## config.mk

```make
export PLATFORM = sky130hd
export DESIGN_NAME = bft_supervisor
export DESIGN_NICKNAME = d
export VERILOG_FILES = /design/src/hdl/bft_pkg.sv /design/src/hdl/bft_tmr_if.sv /design/src/hdl/bft_delay_timer.sv /design/src/hdl/bft_supervisor.sv
export SDC_FILE = /design/constraint.sdc
export NUM_CORES = 1
export LEC_CHECK = 0
export ABC_CLOCK_PERIOD_IN_PS = 6350
export BUFFER_PORTS_ARGS = -buffer_cell sky130_fd_sc_hd__buf_4
export CAP_MARGIN = 20
export CORE_AREA = 2 2 118 120
export DETAILED_ROUTE_END_ITERATION = 16
export DIE_AREA = 0 0 120 122
export PLACE_DENSITY = 0.76
export SLEW_MARGIN = 20
export SYNTH_ARGS = -nofsm -noshare
export SYNTH_HDL_FRONTEND = slang
export SYNTH_SLANG_ARGS = --single-unit
```

## constraint.sdc

```tcl
create_clock -name i_clk -period 6.35 [get_ports i_clk]
set_input_delay 0.635 -clock i_clk [delete_from_list [all_inputs] [get_ports i_clk]]
set_output_delay 0.635 -clock i_clk [all_outputs]
set_load 0.05 [all_outputs]
```

## src/hdl/bft_pkg.sv

```systemverilog
// Shared constants for the breaker failure timer logic.
// Assumes a 10 MHz clock and a 5 ms protection evaluation cycle.
package bft_pkg;

    // Clock and evaluation cycle timing.
    localparam int CLK_PERIOD_NS = 100;
    localparam int EVAL_PERIOD_NS = 5_000_000;
    localparam int EVAL_CYCLES_DEF = EVAL_PERIOD_NS / CLK_PERIOD_NS;
    localparam int EVAL_DIV_W = 16;

    // Delay settings are counted in evaluation steps of 5 ms.
    localparam int DELAY_W = 19;
    localparam int DELAY_STEP_MS = 5;
    localparam int RETRIP_DELAY_DEF_MS = 100;
    localparam int CBF_DELAY_DEF_MS = 200;
    localparam logic [DELAY_W-1:0] RETRIP_DELAY_DEF =
        DELAY_W'(RETRIP_DELAY_DEF_MS / DELAY_STEP_MS);
    localparam logic [DELAY_W-1:0] CBF_DELAY_DEF =
        DELAY_W'(CBF_DELAY_DEF_MS / DELAY_STEP_MS);

    localparam int CUR_W = 16;

    // Criterion select codes.
    localparam logic [3:0] CRIT_CURRENT = 4'h0;
    localparam logic [3:0] CRIT_CUR_AND_CONTACT = 4'h3;
    localparam logic [3:0] CRIT_CUR_OR_CONTACT = 4'h4;
    localparam logic [3:0] CRIT_RESET = CRIT_CURRENT;
    localparam logic RETRIP_EN_RESET = 1'b1;

    // Condition codes shown on the status output.
    localparam logic [2:0] COND_NORMAL = 3'h0;
    localparam logic [2:0] COND_START = 3'h1;
    localparam logic [2:0] COND_RETRIP = 3'h2;
    localparam logic [2:0] COND_CBF_ON = 3'h3;
    localparam logic [2:0] COND_BLOCKED = 3'h4;

    // True when a measured magnitude exceeds its pick-up threshold.
    function automatic logic over_thr(input logic [CUR_W-1:0] meas,
                                      input logic [CUR_W-1:0] thr);
        return meas > thr;
    endfunction

    // True when one more step reaches the programmed delay.
    function automatic logic step_reaches(input logic [DELAY_W-1:0] cnt,
                                          input logic [DELAY_W-1:0] dly);
        return ({1'b0, cnt} + {{DELAY_W{1'b0}}, 1'b1}) >= {1'b0, dly};
    endfunction

endpackage

```

## src/hdl/bft_tmr_if.sv

```systemverilog
// Link between the supervision logic and one delay timer.
// Assumes both ends run on the same clock.
`timescale 1ns/1ps
interface bft_tmr_if;
    import bft_pkg::*;
    logic tick;
    logic run;
    logic clear;
    logic [DELAY_W-1:0] delay;
    logic [DELAY_W-1:0] count;
    logic expire_now;
    modport ctl(output tick, run, clear, delay, input count, expire_now);
    modport tmr(input tick, run, clear, delay, output count, expire_now);
endinterface

```

## src/hdl/bft_delay_timer.sv

```systemverilog
// One evaluation-cycle delay timer whose count saturates one step below the delay.
// Assumes a reset already synchronised to i_clk.
`timescale 1ns/1ps
module bft_delay_timer
    import bft_pkg::*;
(
    input wire logic i_clk,
    input wire logic i_rst_b,
    bft_tmr_if.tmr tif
);
    logic [DELAY_W-1:0] cnt_r;
    logic [DELAY_W-1:0] cnt_nxt;
    logic reach;

    assign reach = step_reaches(cnt_r, tif.delay);
    // Expiry is seen in the same step in which the last tick lands.
    assign tif.expire_now = tif.run & reach;
    assign tif.count = cnt_r;

    always_comb begin
        cnt_nxt = cnt_r;
        if (tif.clear) begin
            cnt_nxt = '0;
        end else if (tif.tick) begin
            if (!tif.run) begin
                cnt_nxt = '0;
            end else if (!reach) begin
                cnt_nxt = cnt_r + DELAY_W'(1);
            end
        end
    end

    always_ff @(posedge i_clk or negedge i_rst_b) begin
        if (!i_rst_b) begin
            cnt_r <= '0;
        end else begin
            cnt_r <= cnt_nxt;
        end
    end
endmodule // bft_delay_timer

```

## src/hdl/bft_supervisor.sv

```systemverilog
// Breaker failure supervision: pick-up, blocking, retrip and failure delay.
// Assumes current magnitudes arrive on i_clk; the trip contact readback and
// the blocking input are pins and are synchronised here.
`timescale 1ns/1ps

module bft_supervisor
    import bft_pkg::*;
#(
    parameter int P_EVAL_CYCLES = EVAL_CYCLES_DEF
)
(
    input wire logic i_clk,
    input wire logic i_rst_b,
    input wire logic i_sync_clear,
    input wire logic [CUR_W-1:0] i_phase_current,
    input wire logic [CUR_W-1:0] i_residual_current,
    input wire logic [CUR_W-1:0] i_phase_pickup_threshold,
    input wire logic [CUR_W-1:0] i_residual_pickup_threshold,
    input wire logic i_trip_contact,
    input wire logic i_block,
    input wire logic i_primary_trip_cmd,
    input wire logic i_settings_load,
    input wire logic [3:0] i_criterion,
    input wire logic i_retrip_en,
    input wire logic [DELAY_W-1:0] i_redundant_coil_delay,
    input wire logic [DELAY_W-1:0] i_breaker_failure_delay,
    output logic o_main_trip,
    output logic o_retrip,
    output logic o_breaker_failure_command,
    output logic o_start,
    output logic o_blocked,
    output logic [2:0] o_condition
);
    localparam logic [EVAL_DIV_W-1:0] EVAL_LAST =
        EVAL_DIV_W'(P_EVAL_CYCLES - 1);

    // Reset release synchroniser.
    logic [1:0] rst_pipe_r;
    logic rst_b_s;

    always_ff @(posedge i_clk or negedge i_rst_b) begin
        if (!i_rst_b) begin
            rst_pipe_r <= 2'h0;
        end else begin
            rst_pipe_r <= {rst_pipe_r[0], 1'b1};
        end
    end
    assign rst_b_s = rst_pipe_r[1];

    // Pin synchronisers: bit 0 trip contact, bit 1 block.
    logic [1:0] pin_s1_r;
    logic [1:0] pin_s2_r;
    logic [1:0] pin_s3_r;
    logic [1:0] pin_flt_r;
    logic [1:0] pin_agree;
    logic contact_s;
    logic block_s;

    assign pin_agree = ~(pin_s2_r ^ pin_s3_r);

    always_ff @(posedge i_clk or negedge rst_b_s) begin
        if (!rst_b_s) begin
            pin_s1_r <= 2'h0;
            pin_s2_r <= 2'h0;
            pin_s3_r <= 2'h0;
            pin_flt_r <= 2'h0;
        end else begin
            pin_s1_r <= {i_block, i_trip_contact};
            pin_s2_r <= pin_s1_r;
            pin_s3_r <= pin_s2_r;
            pin_flt_r <= (pin_agree & pin_s3_r) | (~pin_agree & pin_flt_r);
        end
    end
    assign contact_s = pin_flt_r[0];
    assign block_s = pin_flt_r[1];

    // Evaluation cycle divider.
    logic [EVAL_DIV_W-1:0] div_r;
    logic tick_r;
    logic div_wrap;

    assign div_wrap = (div_r == EVAL_LAST);

    always_ff @(posedge i_clk or negedge rst_b_s) begin
        if (!rst_b_s) begin
            div_r <= '0;
            tick_r <= 1'b0;
        end else begin
            div_r <= div_wrap ? '0 : div_r + EVAL_DIV_W'(1);
            tick_r <= div_wrap;
        end
    end

    // Settings, taken together on a load strobe.
    logic [3:0] crit_r;
    logic rt_en_r;
    logic [DELAY_W-1:0] rt_dly_r;
    logic [DELAY_W-1:0] cbf_dly_r;

    always_ff @(posedge i_clk or negedge rst_b_s) begin
        if (!rst_b_s) begin
            crit_r <= CRIT_RESET;
            rt_en_r <= RETRIP_EN_RESET;
            rt_dly_r <= RETRIP_DELAY_DEF;
            cbf_dly_r <= CBF_DELAY_DEF;
        end else if (i_settings_load) begin
            crit_r <= i_criterion;
            rt_en_r <= i_retrip_en;
            rt_dly_r <= i_redundant_coil_delay;
            cbf_dly_r <= i_breaker_failure_delay;
        end
    end

    // Pick-up and timing conditions per criterion.
    logic cur_over;
    logic mode_cur;
    logic mode_and;
    logic mode_or;
    logic pickup;
    logic timing;

    assign cur_over = over_thr(i_phase_current, i_phase_pickup_threshold) |
        over_thr(i_residual_current, i_residual_pickup_threshold);
    assign mode_cur = (crit_r == CRIT_CURRENT);
    assign mode_and = (crit_r == CRIT_CUR_AND_CONTACT);
    assign mode_or = (crit_r == CRIT_CUR_OR_CONTACT);

    // The contact is ignored in current-only mode.
    assign pickup = (mode_cur & cur_over)
        | (mode_and & cur_over)
        | (mode_or & (cur_over | contact_s));

    // Current-and-contact halts timing until the contact is seen.
    assign timing = (mode_cur & cur_over)
        | (mode_and & cur_over & contact_s)
        | (mode_or & (cur_over | contact_s));

    // Start and blocked indications.
    logic start_r;
    logic blocked_r;
    logic start_nxt;
    logic blocked_nxt;
    logic run;

    // Once blocked at pick-up, the event is not timed until pick-up drops.
    assign start_nxt = pickup & ~block_s & ~blocked_r;
    assign blocked_nxt = pickup & (block_s | blocked_r);
    assign run = timing & start_nxt;

    // Delay timers.
    bft_tmr_if rt_if ();
    bft_tmr_if cf_if ();

    assign rt_if.tick = tick_r;
    assign rt_if.run = run & rt_en_r;
    assign rt_if.clear = i_sync_clear;
    assign rt_if.delay = rt_dly_r;
    assign cf_if.tick = tick_r;
    assign cf_if.run = run;
    assign cf_if.clear = i_sync_clear;
    assign cf_if.delay = cbf_dly_r;

    bft_delay_timer u_retrip_tmr (
        .i_clk(i_clk),
        .i_rst_b(rst_b_s),
        .tif(rt_if.tmr)
    );

    bft_delay_timer u_cbf_tmr (
        .i_clk(i_clk),
        .i_rst_b(rst_b_s),
        .tif(cf_if.tmr)
    );

    // Output stage, updated once per evaluation step and cleared on any clock by i_sync_clear; the main trip follows the command every clock.
    logic retrip_r;
    logic cbf_r;
    logic main_trip_r;
    logic [2:0] cond_r;
    logic [2:0] cond_nxt;
    logic retrip_nxt;
    logic cbf_nxt;

    assign retrip_nxt = rt_if.expire_now & rt_en_r;
    assign cbf_nxt = cf_if.expire_now;
    assign cond_nxt = cbf_nxt ? COND_CBF_ON :
        retrip_nxt ? COND_RETRIP :
        start_nxt ? COND_START :
        blocked_nxt ? COND_BLOCKED : COND_NORMAL;

    always_ff @(posedge i_clk or negedge rst_b_s) begin
        if (!rst_b_s) begin
            main_trip_r <= 1'b0;
        end else begin
            main_trip_r <= i_primary_trip_cmd;
        end
    end

    always_ff @(posedge i_clk or negedge rst_b_s) begin
        if (!rst_b_s) begin
            retrip_r <= 1'b0;
            cbf_r <= 1'b0;
            start_r <= 1'b0;
            blocked_r <= 1'b0;
            cond_r <= COND_NORMAL;
        end else if (i_sync_clear) begin
            retrip_r <= 1'b0;
            cbf_r <= 1'b0;
            start_r <= 1'b0;
            blocked_r <= 1'b0;
            cond_r <= COND_NORMAL;
        end else if (tick_r) begin
            retrip_r <= retrip_nxt;
            cbf_r <= cbf_nxt;
            start_r <= start_nxt;
            blocked_r <= blocked_nxt;
            cond_r <= cond_nxt;
        end
    end

    assign o_main_trip = main_trip_r;
    assign o_retrip = retrip_r;
    assign o_breaker_failure_command = cbf_r;
    assign o_start = start_r;
    assign o_blocked = blocked_r;
    assign o_condition = cond_r;
endmodule // bft_supervisor

```

==> results of run 1 <==
cell type report:
cell class	count	area, sq um	area share [%]
Clock buffer	28	517	5.87
Clock inverter	4	70.1	0.795
Inverter	98	368	4.18
Multi-Input combinational cell	525	3780	42.9
Sequential cell	116	2910	33.1
Tap cell	180	225	2.56
Timing Repair Buffer	124	933	10.6
sequential cells by signal, summed over array words and instances (netlist names), 2 cells and up, named ones only:
signal and flops:
pin_s1_r 2, pin_s3_r 2, rst_pipe_r 2, cbf_dly_r 19, u_retrip_tmr.tif.count 19, div_r 16, crit_r 4, rt_dly_r 19
o_condition 3, u_cbf_tmr.tif.count 19, pin_s2_r 2
logic make-up (layout without fill, tap and decap cells):
kind of cell | count (synthesis) | after routing | share of synthesized area [%]
and+or+nand+nor | 232 | 232 | 16.2
buffers and inverters | 120 | 254 | 6.65
muxes | 20 | 20 | 2.92
adders and majority gates | 75 | 75 | 13.0
other | 1 | 1 | 0.0523
AOI/OAI and AO/OA | 159 | 159 | 15.9
xor gates and xnor gates | 38 | 38 | 4.65
DFF | 116 | 116 | 40.6
worst min-delay path by stage:
stage,startpoint,to,slack (ns),depth (start not counted)
after global routing,i_primary_trip_cmd,o_main_trip$_DFF_PN0_,0.31,1
final,i_primary_trip_cmd,o_main_trip$_DFF_PN0_,0.33,1
after floorplan,pin_s1_r[0]$_DFF_PN0_,pin_s2_r[0]$_DFF_PN0_,0.33,0
after CTS,i_primary_trip_cmd,o_main_trip$_DFF_PN0_,0.31,1
after global placement,pin_s1_r[1]$_DFF_PN0_,pin_s2_r[1]$_DFF_PN0_,0.33,0
after detailed placement,pin_s1_r[1]$_DFF_PN0_,pin_s2_r[1]$_DFF_PN0_,0.33,0
layer usage:
metal | global-route usage [%] | part of all wire [%]
met1 | 28.7 | 45
met3 | 4.92 | 5.5
met2 | 37.1 | 48
met4 | 8.60 | 1.8
met5 | 0 | 0
power by group:
part / switching, uW / total, uW / internal [uW] / leakage, uW
Clock: 314 / 941 / 628 / 0.000289
Combinational: 107 / 207 / 100 / 0.00255
Sequential: 18.3 / 791 / 773 / 0.00149
Total: 438 / 1940 / 1500 / 0.00433
cell usage after synthesis, types with 3 or more instances:
library cell / number / area share (%)
sky130_fd_sc_hd__dfrtp_1: 111 / 39
sky130_fd_sc_hd__inv_1: 96 / 5.0
sky130_fd_sc_hd__nand2_1: 85 / 4.5
sky130_fd_sc_hd__ha_1: 73 / 13
sky130_fd_sc_hd__o21ai_0: 55 / 3.8
sky130_fd_sc_hd__nor2_1: 37 / 1.9
sky130_fd_sc_hd__a21oi_1: 30 / 2.1
sky130_fd_sc_hd__xnor2_1: 27 / 3.3
sky130_fd_sc_hd__nand4_1: 23 / 2.0
sky130_fd_sc_hd__nand3_1: 22 / 1.5
sky130_fd_sc_hd__clkbuf_1: 15 / 0.79
sky130_fd_sc_hd__mux2i_1: 13 / 1.8
sky130_fd_sc_hd__nor3_1: 11 / 0.77
sky130_fd_sc_hd__xor2_1: 11 / 1.3
sky130_fd_sc_hd__a32o_1: 10 / 1.4
sky130_fd_sc_hd__and2_1: 10 / 0.87
sky130_fd_sc_hd__o211ai_1: 10 / 1.0
sky130_fd_sc_hd__a21o_1: 9 / 0.94
sky130_fd_sc_hd__or2_2: 9 / 0.79
sky130_fd_sc_hd__mux2_2: 7 / 1.1
sky130_fd_sc_hd__a31oi_1: 6 / 0.52
sky130_fd_sc_hd__nor2b_1: 6 / 0.52
sky130_fd_sc_hd__and3_1: 5 / 0.44
sky130_fd_sc_hd__dfstp_2: 5 / 1.8
sky130_fd_sc_hd__a211oi_1: 4 / 0.42
sky130_fd_sc_hd__nand2b_1: 4 / 0.35
sky130_fd_sc_hd__nor4_1: 4 / 0.35
sky130_fd_sc_hd__or3_1: 4 / 0.35
sky130_fd_sc_hd__a21oi_2: 3 / 0.37
sky130_fd_sc_hd__buf_2: 3 / 0.21
sky130_fd_sc_hd__o21ai_1: 3 / 0.21
sky130_fd_sc_hd__o22ai_2: 3 / 0.52
sky130_fd_sc_hd__o31ai_4: 3 / 0.89
through the flow:
stage               area (sq um)  worst slack (ns)  power (uW)  instances  util [%]
global route                8810              1.32        2030       1075      65.2
finish                      8810              1.72        1940       1075      65.2
global placement            8210              1.89        1010       1042      60.8
floorplan                   7160              2.22         920        761         -
CTS                         8800              1.71        1960       1075      65.2
detailed placement          8210              1.73        1010       1042      60.8
worst max-delay path, cell delays in order (launching register included):
cell	delay, ns
sky130_fd_sc_hd__dfrtp_1	0.44
sky130_fd_sc_hd__ha_1	0.33
sky130_fd_sc_hd__inv_1	0.13
sky130_fd_sc_hd__nor3_1	0.56
sky130_fd_sc_hd__and3_1	0.25
sky130_fd_sc_hd__and2_1	0.15
sky130_fd_sc_hd__nand2_1	0.08
sky130_fd_sc_hd__xnor2_1	0.21
sky130_fd_sc_hd__ha_1	0.29
sky130_fd_sc_hd__a21o_1	0.16
sky130_fd_sc_hd__a21o_1	0.17
sky130_fd_sc_hd__a21oi_1	0.23
sky130_fd_sc_hd__o41ai_4	0.14
sky130_fd_sc_hd__a2111oi_4	0.50
sky130_fd_sc_hd__nor2_4	0.08
sky130_fd_sc_hd__or3b_1	0.57
sky130_fd_sc_hd__o31ai_4	0.24
==> flow_summary.yaml, run 1 <==
synthesis:
  synth_cell_type_count: 68
  synth.cell_area_sq_um: 7160
  number_of_warnings_reported_in_the_yosys_synthesis_log: 0
  synth_enable_flop_cells: 0
  yosys_register_bits: 116
  async_flop_share_pct: 100
  yosysSeqAreaShare_pct: 40.6
  synthFlopType: "sky130_fd_sc_hd__dfrtp_1"
  netlist_instances: 761
  post_synth.cell_area_avg_sq_um: 9.41
  synth_nets: 948
drt:
  antenna_left: 0
  detailedRoute.firstIterationViolations: 254
  post_dr_wirelength_cell_um: 14.1
  count_of_tritonroute_iterations_in_the_first_routing_pass: 5
  route.final.wire_length_um: 15200
  detail_route.vias_per_cell: 5.37
  routed-via-count: 5777
  drt_drc_violations_left: 0
critical_path:
  worstSetupEndpoint: "u_cbf_tmr.tif.count[2]$_DFFE_PN0P_"
  timing.reg2reg.worst_path_depth: 16
  worst-endpoint-required_ns: 6.68
  timing.critical_path.arrival_ns: 4.96
  worstSetupStartpoint: "u_cbf_tmr.tif.count[0]$_DFFE_PN0P_"
  cp-start-kind: "register"
  timing.critical_path.fanout_max: 7
  regToRegStartpoint: "u_cbf_tmr.tif.count[0]$_DFFE_PN0P_"
  worst-setup-path-type: "reg2reg"
  worst-r2r-setup-slack_ns: 1.72
  critPathCaptureType: "register"
  rr_endpoint: "u_cbf_tmr.tif.count[2]$_DFFE_PN0P_"
floorplanning:
  std_cell_rows: 43
  die-width_um: 120
  core-area_sq_um: 13500
  design.die.area_sq_um: 14600
  die-height_um: 122
  initial_core_util_pct: 53.1
  ios: 122
cts:
  h_tree_depth: 4
  postCtsResizedCells: 0
  clock_insertion_delay_worst_skew_ns: 0.42
  post-cts-setup-buffers: 0
  hold_buffers: 1
  numCtsBuffers: 17
  number_of_clock_sinks: 116
  clock_buffer_depth: 2
  clk_pin_slew_ns: 0.05
  cts_tree: "yes"
  clock_root_buffer: "sky130_fd_sc_hd__clkbuf_16"
timing:
  timing.fmax_mhz: 216
  slew-limit-headroom_pct: 31.9
  report.final.slew_viol_count: 0
  report.final.setup_viol: 0
  finalClockSkew_ns: 0.00953
  period_minus_slack_ns: 4.63
  report.final.hold_viol_count: 0
  setup_tns_ns: 0
  worst_pin_slew_ns: 1.01
  fin_worst_hold_slack_ns: 0.326
  min_period_over_period_pct: 72.9
  rsz0062_at_grt: "false"
cells_and_area:
  layout-area-overhead-vs-synth_pct: 23.0
  layout.cells.most_common_list: "123 x sky130_fd_sc_hd__buf_4, 110 x sky130_fd_sc_hd__dfrtp_1, 96 x sky130_fd_sc_hd__inv_1, 85 x sky130_fd_sc_hd__nand2_1, 73 x sky130_fd_sc_hd__ha_1"
  most_common_library_cell_in_the_layout_ignoring_fill_and_taps: "sky130_fd_sc_hd__buf_4"
  drive_gt1_share_pct: 21.7
  total_of_fill_cells_in_the_finished_design: 1124
  post_layout_nets: 1069
  insertedDiodeCount: 0
global_route:
  wire_length_of_the_first_global_routing_pass_um: 26200
  grt_start_max_net_pins: 80
  antenna_violations_before_repair: 0
  number_of_global_route_vias_before_repair: 5817
  gr-total-overflow: 0
  groute.usage.overall_pct: 22.4
placed_design:
  place_hpwl_um: 11000
  numPortBuffers: 121
  gpl.final_weighted_congestion: 0.820
power_and_ir_drop:
  power.leakage_uw: 0.00433
  worst_ir_drop_on_vdd_v: 0.000211
  p_per_area_nw_per_um2: 220
worst_hold_path:
  timing.hold.worst.class: "in2reg"
run:
  max_capacitance_violation_count: 0
status:
  outcome: "finished clean"
(Power assumes the default switching activity.)
==> inputs of run 2 (changes only) <==
--- a/config.mk
+++ b/config.mk
@@ -5,7 +5,7 @@
 export SDC_FILE = /design/constraint.sdc
 export NUM_CORES = 1
 export LEC_CHECK = 0
-export ABC_CLOCK_PERIOD_IN_PS = 6350
+export ABC_CLOCK_PERIOD_IN_PS = 4500
 export BUFFER_PORTS_ARGS = -buffer_cell sky130_fd_sc_hd__buf_4
 export CAP_MARGIN = 20
 export CORE_AREA = 2 2 118 120
==> constraint.sdc (replaced) <==
create_clock -name i_clk -period 4.5 [get_ports i_clk]
set_input_delay 0.45 -clock i_clk [delete_from_list [all_inputs] [get_ports i_clk]]
set_output_delay 0.45 -clock i_clk [all_outputs]
set_load 0.05 [all_outputs]
==> run 2 against run 1 <==
Net effect:
- design area up 2.0%
- register-to-register slack worse by 1.3 ns
- routed wire length increased by 0.11%
- largest cell class unchanged
- clock-buffer cell count down 5
- flip-flop and latch count did not move
- clock skew is 0.00098 ns lower
- total power is 51% higher
- die area is the same
- final cell count up 0.84%
==> flow_summary.yaml, run 2 (synthesis results as in run 1) <==
timing:
  report.final.setup_viol: 0
  report.final.slew_viol_count: 0
  worst_pin_slew_ns: 0.945
  report.final.hold_viol_count: 0
  min_period_over_period_pct: 90.8
  finalClockSkew_ns: 0.00856
  slew-limit-headroom_pct: 36.8
  rsz0062_at_grt: "false"
  fin_worst_hold_slack_ns: 0.137
  worst_slack_ns: 0.413
  period_minus_slack_ns: 4.09
  setup_tns_ns: 0
  timing.fmax_mhz: 245
drt:
  post_dr_wirelength_cell_um: 14.0
  drt_drc_violations_left: 0
  detailedRoute.firstIterationViolations: 267
  detail_route.vias_per_cell: 5.30
  routed-via-count: 5746
  antenna_left: 0
  count_of_tritonroute_iterations_in_the_first_routing_pass: 4
  route.final.wire_length_um: 15200
status:
  outcome: "finished clean"
cells_and_area:
  insertedDiodeCount: 0
  layout.cells.most_common_list: "130 x sky130_fd_sc_hd__buf_4, 110 x sky130_fd_sc_hd__dfrtp_1, 96 x sky130_fd_sc_hd__inv_1, 85 x sky130_fd_sc_hd__nand2_1, 72 x sky130_fd_sc_hd__ha_1"
  drive_gt1_share_pct: 23.1
  finish.instance_area_sq_um: 8990
  post_layout_nets: 1078
  multi_input_area_sq_um: 3790
  most_common_library_cell_in_the_layout_ignoring_fill_and_taps: "sky130_fd_sc_hd__buf_4"
  total_of_fill_cells_in_the_finished_design: 1125
  ff_latch_area_sq_um: 2910
  layout-area-overhead-vs-synth_pct: 25.5
floorplanning:
  initial_core_util_pct: 53.1
  ios: 122
  die-height_um: 122
  core-area_sq_um: 13500
  design.die.area_sq_um: 14600
  std_cell_rows: 43
  die-width_um: 120
power_and_ir_drop:
  switchingPower_uw: 650
  combinationalPowerShare_pct: 10.4
  netSwitchingFraction_pct: 22.2
  power.leakage_uw: 0.00442
  clockPowerShare_pct: 51.6
  worst_ir_drop_on_vdd_v: 0.000226
  p_per_area_nw_per_um2: 325
  cellInternalPower_uw: 2280
  seqPwrFrac_pct: 38.0
global_route:
  groute.usage.overall_pct: 22.3
  gr-total-overflow: 0
  wire_length_of_the_first_global_routing_pass_um: 26000
  antenna_violations_before_repair: 0
  number_of_global_route_vias_before_repair: 5656
  grt_start_max_net_pins: 85
critical_path:
  critPathCaptureType: "register"
  critical_path.cell_chain: "ha_2 > inv_1 > nor3_1 > and3_1 > and2_1 > nand2_1 > xnor2_1 > ha_1 > a21o_1 > a21o_1 > a21oi_1 > o41ai_4 > a2111oi_4 > nor2_4 > or3b_4 > o31ai_4"
  timing.critical_path.arrival_ns: 4.42
  slowest_stage: "sky130_fd_sc_hd__or3b_4"
  timing.critical_path.fanout_max: 7
  cpPeakStageDelay_ns: 0.48
  cpMostUsedCell: "sky130_fd_sc_hd__a21o_1"
  worst-setup-path-type: "reg2reg"
  worst-endpoint-required_ns: 4.83
  cp-start-kind: "register"
cts:
  clock_insertion_delay_worst_skew_ns: 0.42
  numCtsBuffers: 17
  number_of_clock_sinks: 116
  clock_buffer_depth: 2
  clock_root_buffer: "sky130_fd_sc_hd__clkbuf_16"
  clk_pin_slew_ns: 0.06
  h_tree_depth: 4
  cts_tree: "yes"
placed_design:
  placement.cell_area_sq_um: 8270
  gpl.final_weighted_congestion: 0.835
  place_hpwl_um: 10900
  placement.setup.worst_slack_ns: 0.302
  numPortBuffers: 121
run:
  max_capacitance_violation_count: 0
worst_hold_path:
  timing.hold.worst.class: "in2reg"
-- run 2: timing repair --
item                                    in CTS  in global routing
hold endpoints to repair                     2                  0
endpoints found under the setup margin       0                 13
resized for setup                            0                  2
buffers inserted                             0                  2
hold buffers                                 1                  0
-- run 2: worst max-delay path: cells and delay by family, from the launching register on --
kind                     cells  cell delay (ns)
buffers and inverters        1             0.10
AO/OA/AOI/OAI                6             1.30
AND/OR/NAND/NOR              6             1.28
adder cells (fa/ha/maj)      2             0.61
XOR/XNOR                     1             0.25
flip-flops                   1             0.46
-- run 2: worst paths after layout --
path | startpoint | endpoint | slack, ns | depth (start not counted)
min in group asynchronous | rst_pipe_r[1]$_DFF_PN0_ | cbf_dly_r[18]$_DFFE_PN0P_ | 0.25 | 0
min reg2reg | rst_pipe_r[1]$_DFF_PN0_ | cbf_dly_r[18]$_DFFE_PN0P_ | 0.25 | 0
max reg2reg | u_cbf_tmr.tif.count[0]$_DFFE_PN0P_ | u_cbf_tmr.tif.count[14]$_DFFE_PN0P_ | 0.41 | 16
min | i_block | pin_s1_r[1]$_DFF_PN0_ | 0.14 | 1
max | u_cbf_tmr.tif.count[0]$_DFFE_PN0P_ | u_cbf_tmr.tif.count[14]$_DFFE_PN0P_ | 0.41 | 16
max in group asynchronous | rst_pipe_r[1]$_DFF_PN0_ | rt_en_r$_DFFE_PN1P_ | 3.15 | 2
-- run 2: layout make-up --
class / count / share of cell area, %
multi-input cells: 525 / 42.1
flip-flops and latches: 116 / 32.4
repair buffers: 133 / 11.5
clock buffers: 23 / 5.43
inverters: 98 / 4.09
well taps: 180 / 2.51
clock inverters: 9 / 1.92
-- run 2: through the flow --
| step | utilization (%) | instances | power, uW |
|---|---|---|---|
| final | 66.6 | 1084 | 2930 |
| after global placement | 61.2 | 1048 | 1420 |
| after CTS | 66.2 | 1081 | 2950 |
| after floorplan | - | 761 | 1300 |
| after detailed placement | 61.2 | 1048 | 1430 |
| after global routing | 66.6 | 1084 | 3050 |
-- run 2: per-layer routing --
layer / GRT usage, % / vias to the layer above / wire (um)
li1: - / 2905 / -
met1: 28.8 / 2686 / 7140
met2: 36.5 / 132 / 7020
met3: 6.13 / 23 / 768
met4: 6.91 / 0 / 284
met5: 0 / - / 0
-- run 2: power groups by stage --
stage / logic, uW / registers, uW / clock network [uW]
floorplan: 160 / 1140 / 0
global route: 350 / 1120 / 1580
finish: 305 / 1110 / 1510
detailed placement: 292 / 1140 / 0
CTS: 296 / 1120 / 1530
global placement: 285 / 1140 / 0
==> inputs of run 3 (changes only) <==
--- a/config.mk
+++ b/config.mk
@@ -8,10 +8,10 @@
 export ABC_CLOCK_PERIOD_IN_PS = 4500
 export BUFFER_PORTS_ARGS = -buffer_cell sky130_fd_sc_hd__buf_4
 export CAP_MARGIN = 20
-export CORE_AREA = 2 2 118 120
+export CORE_AREA = 2 2 116 118
 export DETAILED_ROUTE_END_ITERATION = 16
-export DIE_AREA = 0 0 120 122
-export PLACE_DENSITY = 0.76
+export DIE_AREA = 0 0 118 120
+export PLACE_DENSITY = 0.78
 export SLEW_MARGIN = 20
 export SYNTH_ARGS = -nofsm -noshare
 export SYNTH_HDL_FRONTEND = slang
==> run 3 against run 2 <==
Net effect:
- clock power decreased by 5%
- sequential share of layout area rose by 0.22 points
- non-clock buffer count shrank 2
- critical endpoint is now u_cbf_tmr.tif.count[8]$_DFFE_PN0P_
- highest routed layer unchanged
==> flow_summary.yaml, run 3 (synthesis results as in run 1) <==
placed_design:
  placement.setup.worst_slack_ns: 0.277
  place.detailed.instances: 1044
  gpl.final_weighted_congestion: 0.824
  place_hpwl_um: 11200
  numPortBuffers: 121
worst_hold_path:
  worst_hold_path_depth: 1
  hold_path_end: "pin_s1_r[1]$_DFF_PN0_"
  timing.hold.worst.class: "in2reg"
  hp-start: "i_block"
cts:
  numCtsBuffers: 17
  clock_insertion_delay_worst_skew_ns: 0.42
  clk_pin_slew_ns: 0.05
  h_tree_depth: 4
  clock_root_buffer: "sky130_fd_sc_hd__clkbuf_16"
  cts_tree: "yes"
  number_of_clock_sinks: 116
  clock_buffer_depth: 2
global_route:
  antenna_violations_before_repair: 0
  gr-total-overflow: 0
  grt_start_max_net_pins: 84
  wire_length_of_the_first_global_routing_pass_um: 26300
  number_of_global_route_vias_before_repair: 5633
  groute.usage.overall_pct: 23.0
floorplanning:
  std_cell_rows: 42
  die-width_um: 118
  die-height_um: 120
  ios: 122
  design.die.area_sq_um: 14200
  initial_core_util_pct: 55.2
  core-area_sq_um: 13000
cells_and_area:
  finish.cell_count_without_fillers: 1078
  fin_util_pct: 68.8
  insertedDiodeCount: 0
  layout-area-overhead-vs-synth_pct: 24.6
  post_layout_nets: 1076
  most_common_library_cell_in_the_layout_ignoring_fill_and_taps: "sky130_fd_sc_hd__buf_4"
  layout.cells.most_common_list: "128 x sky130_fd_sc_hd__buf_4, 110 x sky130_fd_sc_hd__dfrtp_1, 96 x sky130_fd_sc_hd__inv_1, 85 x sky130_fd_sc_hd__nand2_1, 72 x sky130_fd_sc_hd__ha_1"
  total_of_fill_cells_in_the_finished_design: 996
  drive_gt1_share_pct: 22.9
timing:
  setup_tns_ns: 0
  min_period_over_period_pct: 91.7
  report.final.setup_viol: 0
  report.final.hold_viol_count: 0
  fin_worst_hold_slack_ns: 0.137
  finalClockSkew_ns: 0.00910
  worst_pin_slew_ns: 1.04
  period_minus_slack_ns: 4.13
  slew-limit-headroom_pct: 30.7
  rsz0062_at_grt: "false"
  report.final.slew_viol_count: 0
  timing.fmax_mhz: 242
  worst_slack_ns: 0.375
drt:
  routed-via-count: 5803
  post_dr_wirelength_cell_um: 14.3
  detailedRoute.firstIterationViolations: 383
  route.final.wire_length_um: 15500
  detail_route.vias_per_cell: 5.38
  drt_drc_violations_left: 0
  antenna_left: 0
  count_of_tritonroute_iterations_in_the_first_routing_pass: 5
status:
  outcome: "finished clean"
run:
  max_capacitance_violation_count: 0
critical_path:
  critPathCaptureType: "register"
  cp-start-kind: "register"
  timing.reg2reg.worst_path_depth: 17
  timing.critical_path.arrival_ns: 4.46
  rr_endpoint: "u_cbf_tmr.tif.count[8]$_DFFE_PN0P_"
  worst-endpoint-required_ns: 4.84
  timing.critical_path.fanout_max: 8
  worst-setup-path-type: "reg2reg"
  regToRegStartpoint: "u_cbf_tmr.tif.count[0]$_DFFE_PN0P_"
  worst-r2r-setup-slack_ns: 0.37
power_and_ir_drop:
  power.leakage_uw: 0.00439
  worst_ir_drop_on_vdd_v: 0.000285
  p_per_area_nw_per_um2: 319
## run 3: changes by cell type in the layout (fill, tap and decap cells not counted), sizes merged
| cell | change |
|---|---|
| clkinv | +2 |
| bufinv | -1 |
| buf | -2 |
| clkbuf | -1 |
## run 3: power by group
part,switching [uW],internal [uW],leakage (uW),total [uW]
sequential,25.4,1090,0.00149,1120
combinational,155,146,0.00259,300
clock,470,964,0.000310,1430
## run 3: what timing repair did
| action | CTS | global route |
|---|---|---|
| hold buffers | 1 | 0 |
| endpoints found under the hold margin | 2 | 0 |
| resized for setup | 0 | 2 |
| buffers inserted | 0 | 0 |
| endpoints found under the setup margin | 0 | 9 |
## run 3: layout make-up
cell class | instances | area [sq um] | area share [%]
multi-input cells | 525 | 3790 | 42.4
clock buffers | 22 | 474 | 5.31
inverters | 98 | 368 | 4.12
flip-flops and latches | 116 | 2910 | 32.6
well taps | 176 | 220 | 2.47
clock inverters | 10 | 153 | 1.71
repair buffers | 131 | 1010 | 11.3
## run 3: per-stage QoR
stage                     instance area, sq um  total power, uW
final                                     8930             2850
after detailed placement                  8260             1430
after floorplan                           7160             1300
after global placement                    8260             1420
after global routing                      8930             2960
after CTS                                 8900             2870
## run 3: metal layers
metal / routed length, um / track usage [%] / up-vias
met5: 0 / 0 / -
met4: 279 / 7.83 / 0
met3: 766 / 5.70 / 30
met2: 7320 / 37.5 / 140
met1: 7080 / 30.1 / 2732
li1: - / - / 2901
## run 3: worst max path at each step
stage	startpoint	endpoint	slack, ns	cells past startpoint
floorplan	u_cbf_tmr.tif.count[0]$_DFFE_PN0P_	u_cbf_tmr.tif.count[15]$_DFFE_PN0P_	0.37	18
global placement	u_cbf_tmr.tif.count[0]$_DFFE_PN0P_	u_cbf_tmr.tif.count[14]$_DFFE_PN0P_	0.50	16
detailed placement	u_cbf_tmr.tif.count[0]$_DFFE_PN0P_	u_cbf_tmr.tif.count[14]$_DFFE_PN0P_	0.28	16
CTS	u_cbf_tmr.tif.count[0]$_DFFE_PN0P_	u_cbf_tmr.tif.count[14]$_DFFE_PN0P_	0.22	16
global route	u_cbf_tmr.tif.count[0]$_DFFE_PN0P_	u_cbf_tmr.tif.count[8]$_DFFE_PN0P_	0.05	17
finish	u_cbf_tmr.tif.count[0]$_DFFE_PN0P_	u_cbf_tmr.tif.count[8]$_DFFE_PN0P_	0.37	17
## run 3: critical path, stage by stage (launching register included)
cell and delay [ns]:
sky130_fd_sc_hd__dfrtp_1 0.45, sky130_fd_sc_hd__ha_2 0.30, sky130_fd_sc_hd__inv_1 0.11, sky130_fd_sc_hd__nor3_1 0.33, sky130_fd_sc_hd__and3_1 0.22, sky130_fd_sc_hd__and2_1 0.14, sky130_fd_sc_hd__nand2_1 0.07, sky130_fd_sc_hd__xnor2_1 0.21
sky130_fd_sc_hd__ha_1 0.29, sky130_fd_sc_hd__a21o_1 0.16, sky130_fd_sc_hd__a21o_1 0.17, sky130_fd_sc_hd__a21oi_1 0.22, sky130_fd_sc_hd__o41ai_4 0.14, sky130_fd_sc_hd__a2111oi_4 0.39, sky130_fd_sc_hd__nor2_4 0.09, sky130_fd_sc_hd__a21oi_4 0.35
sky130_fd_sc_hd__buf_12 0.18, sky130_fd_sc_hd__mux2i_1 0.19
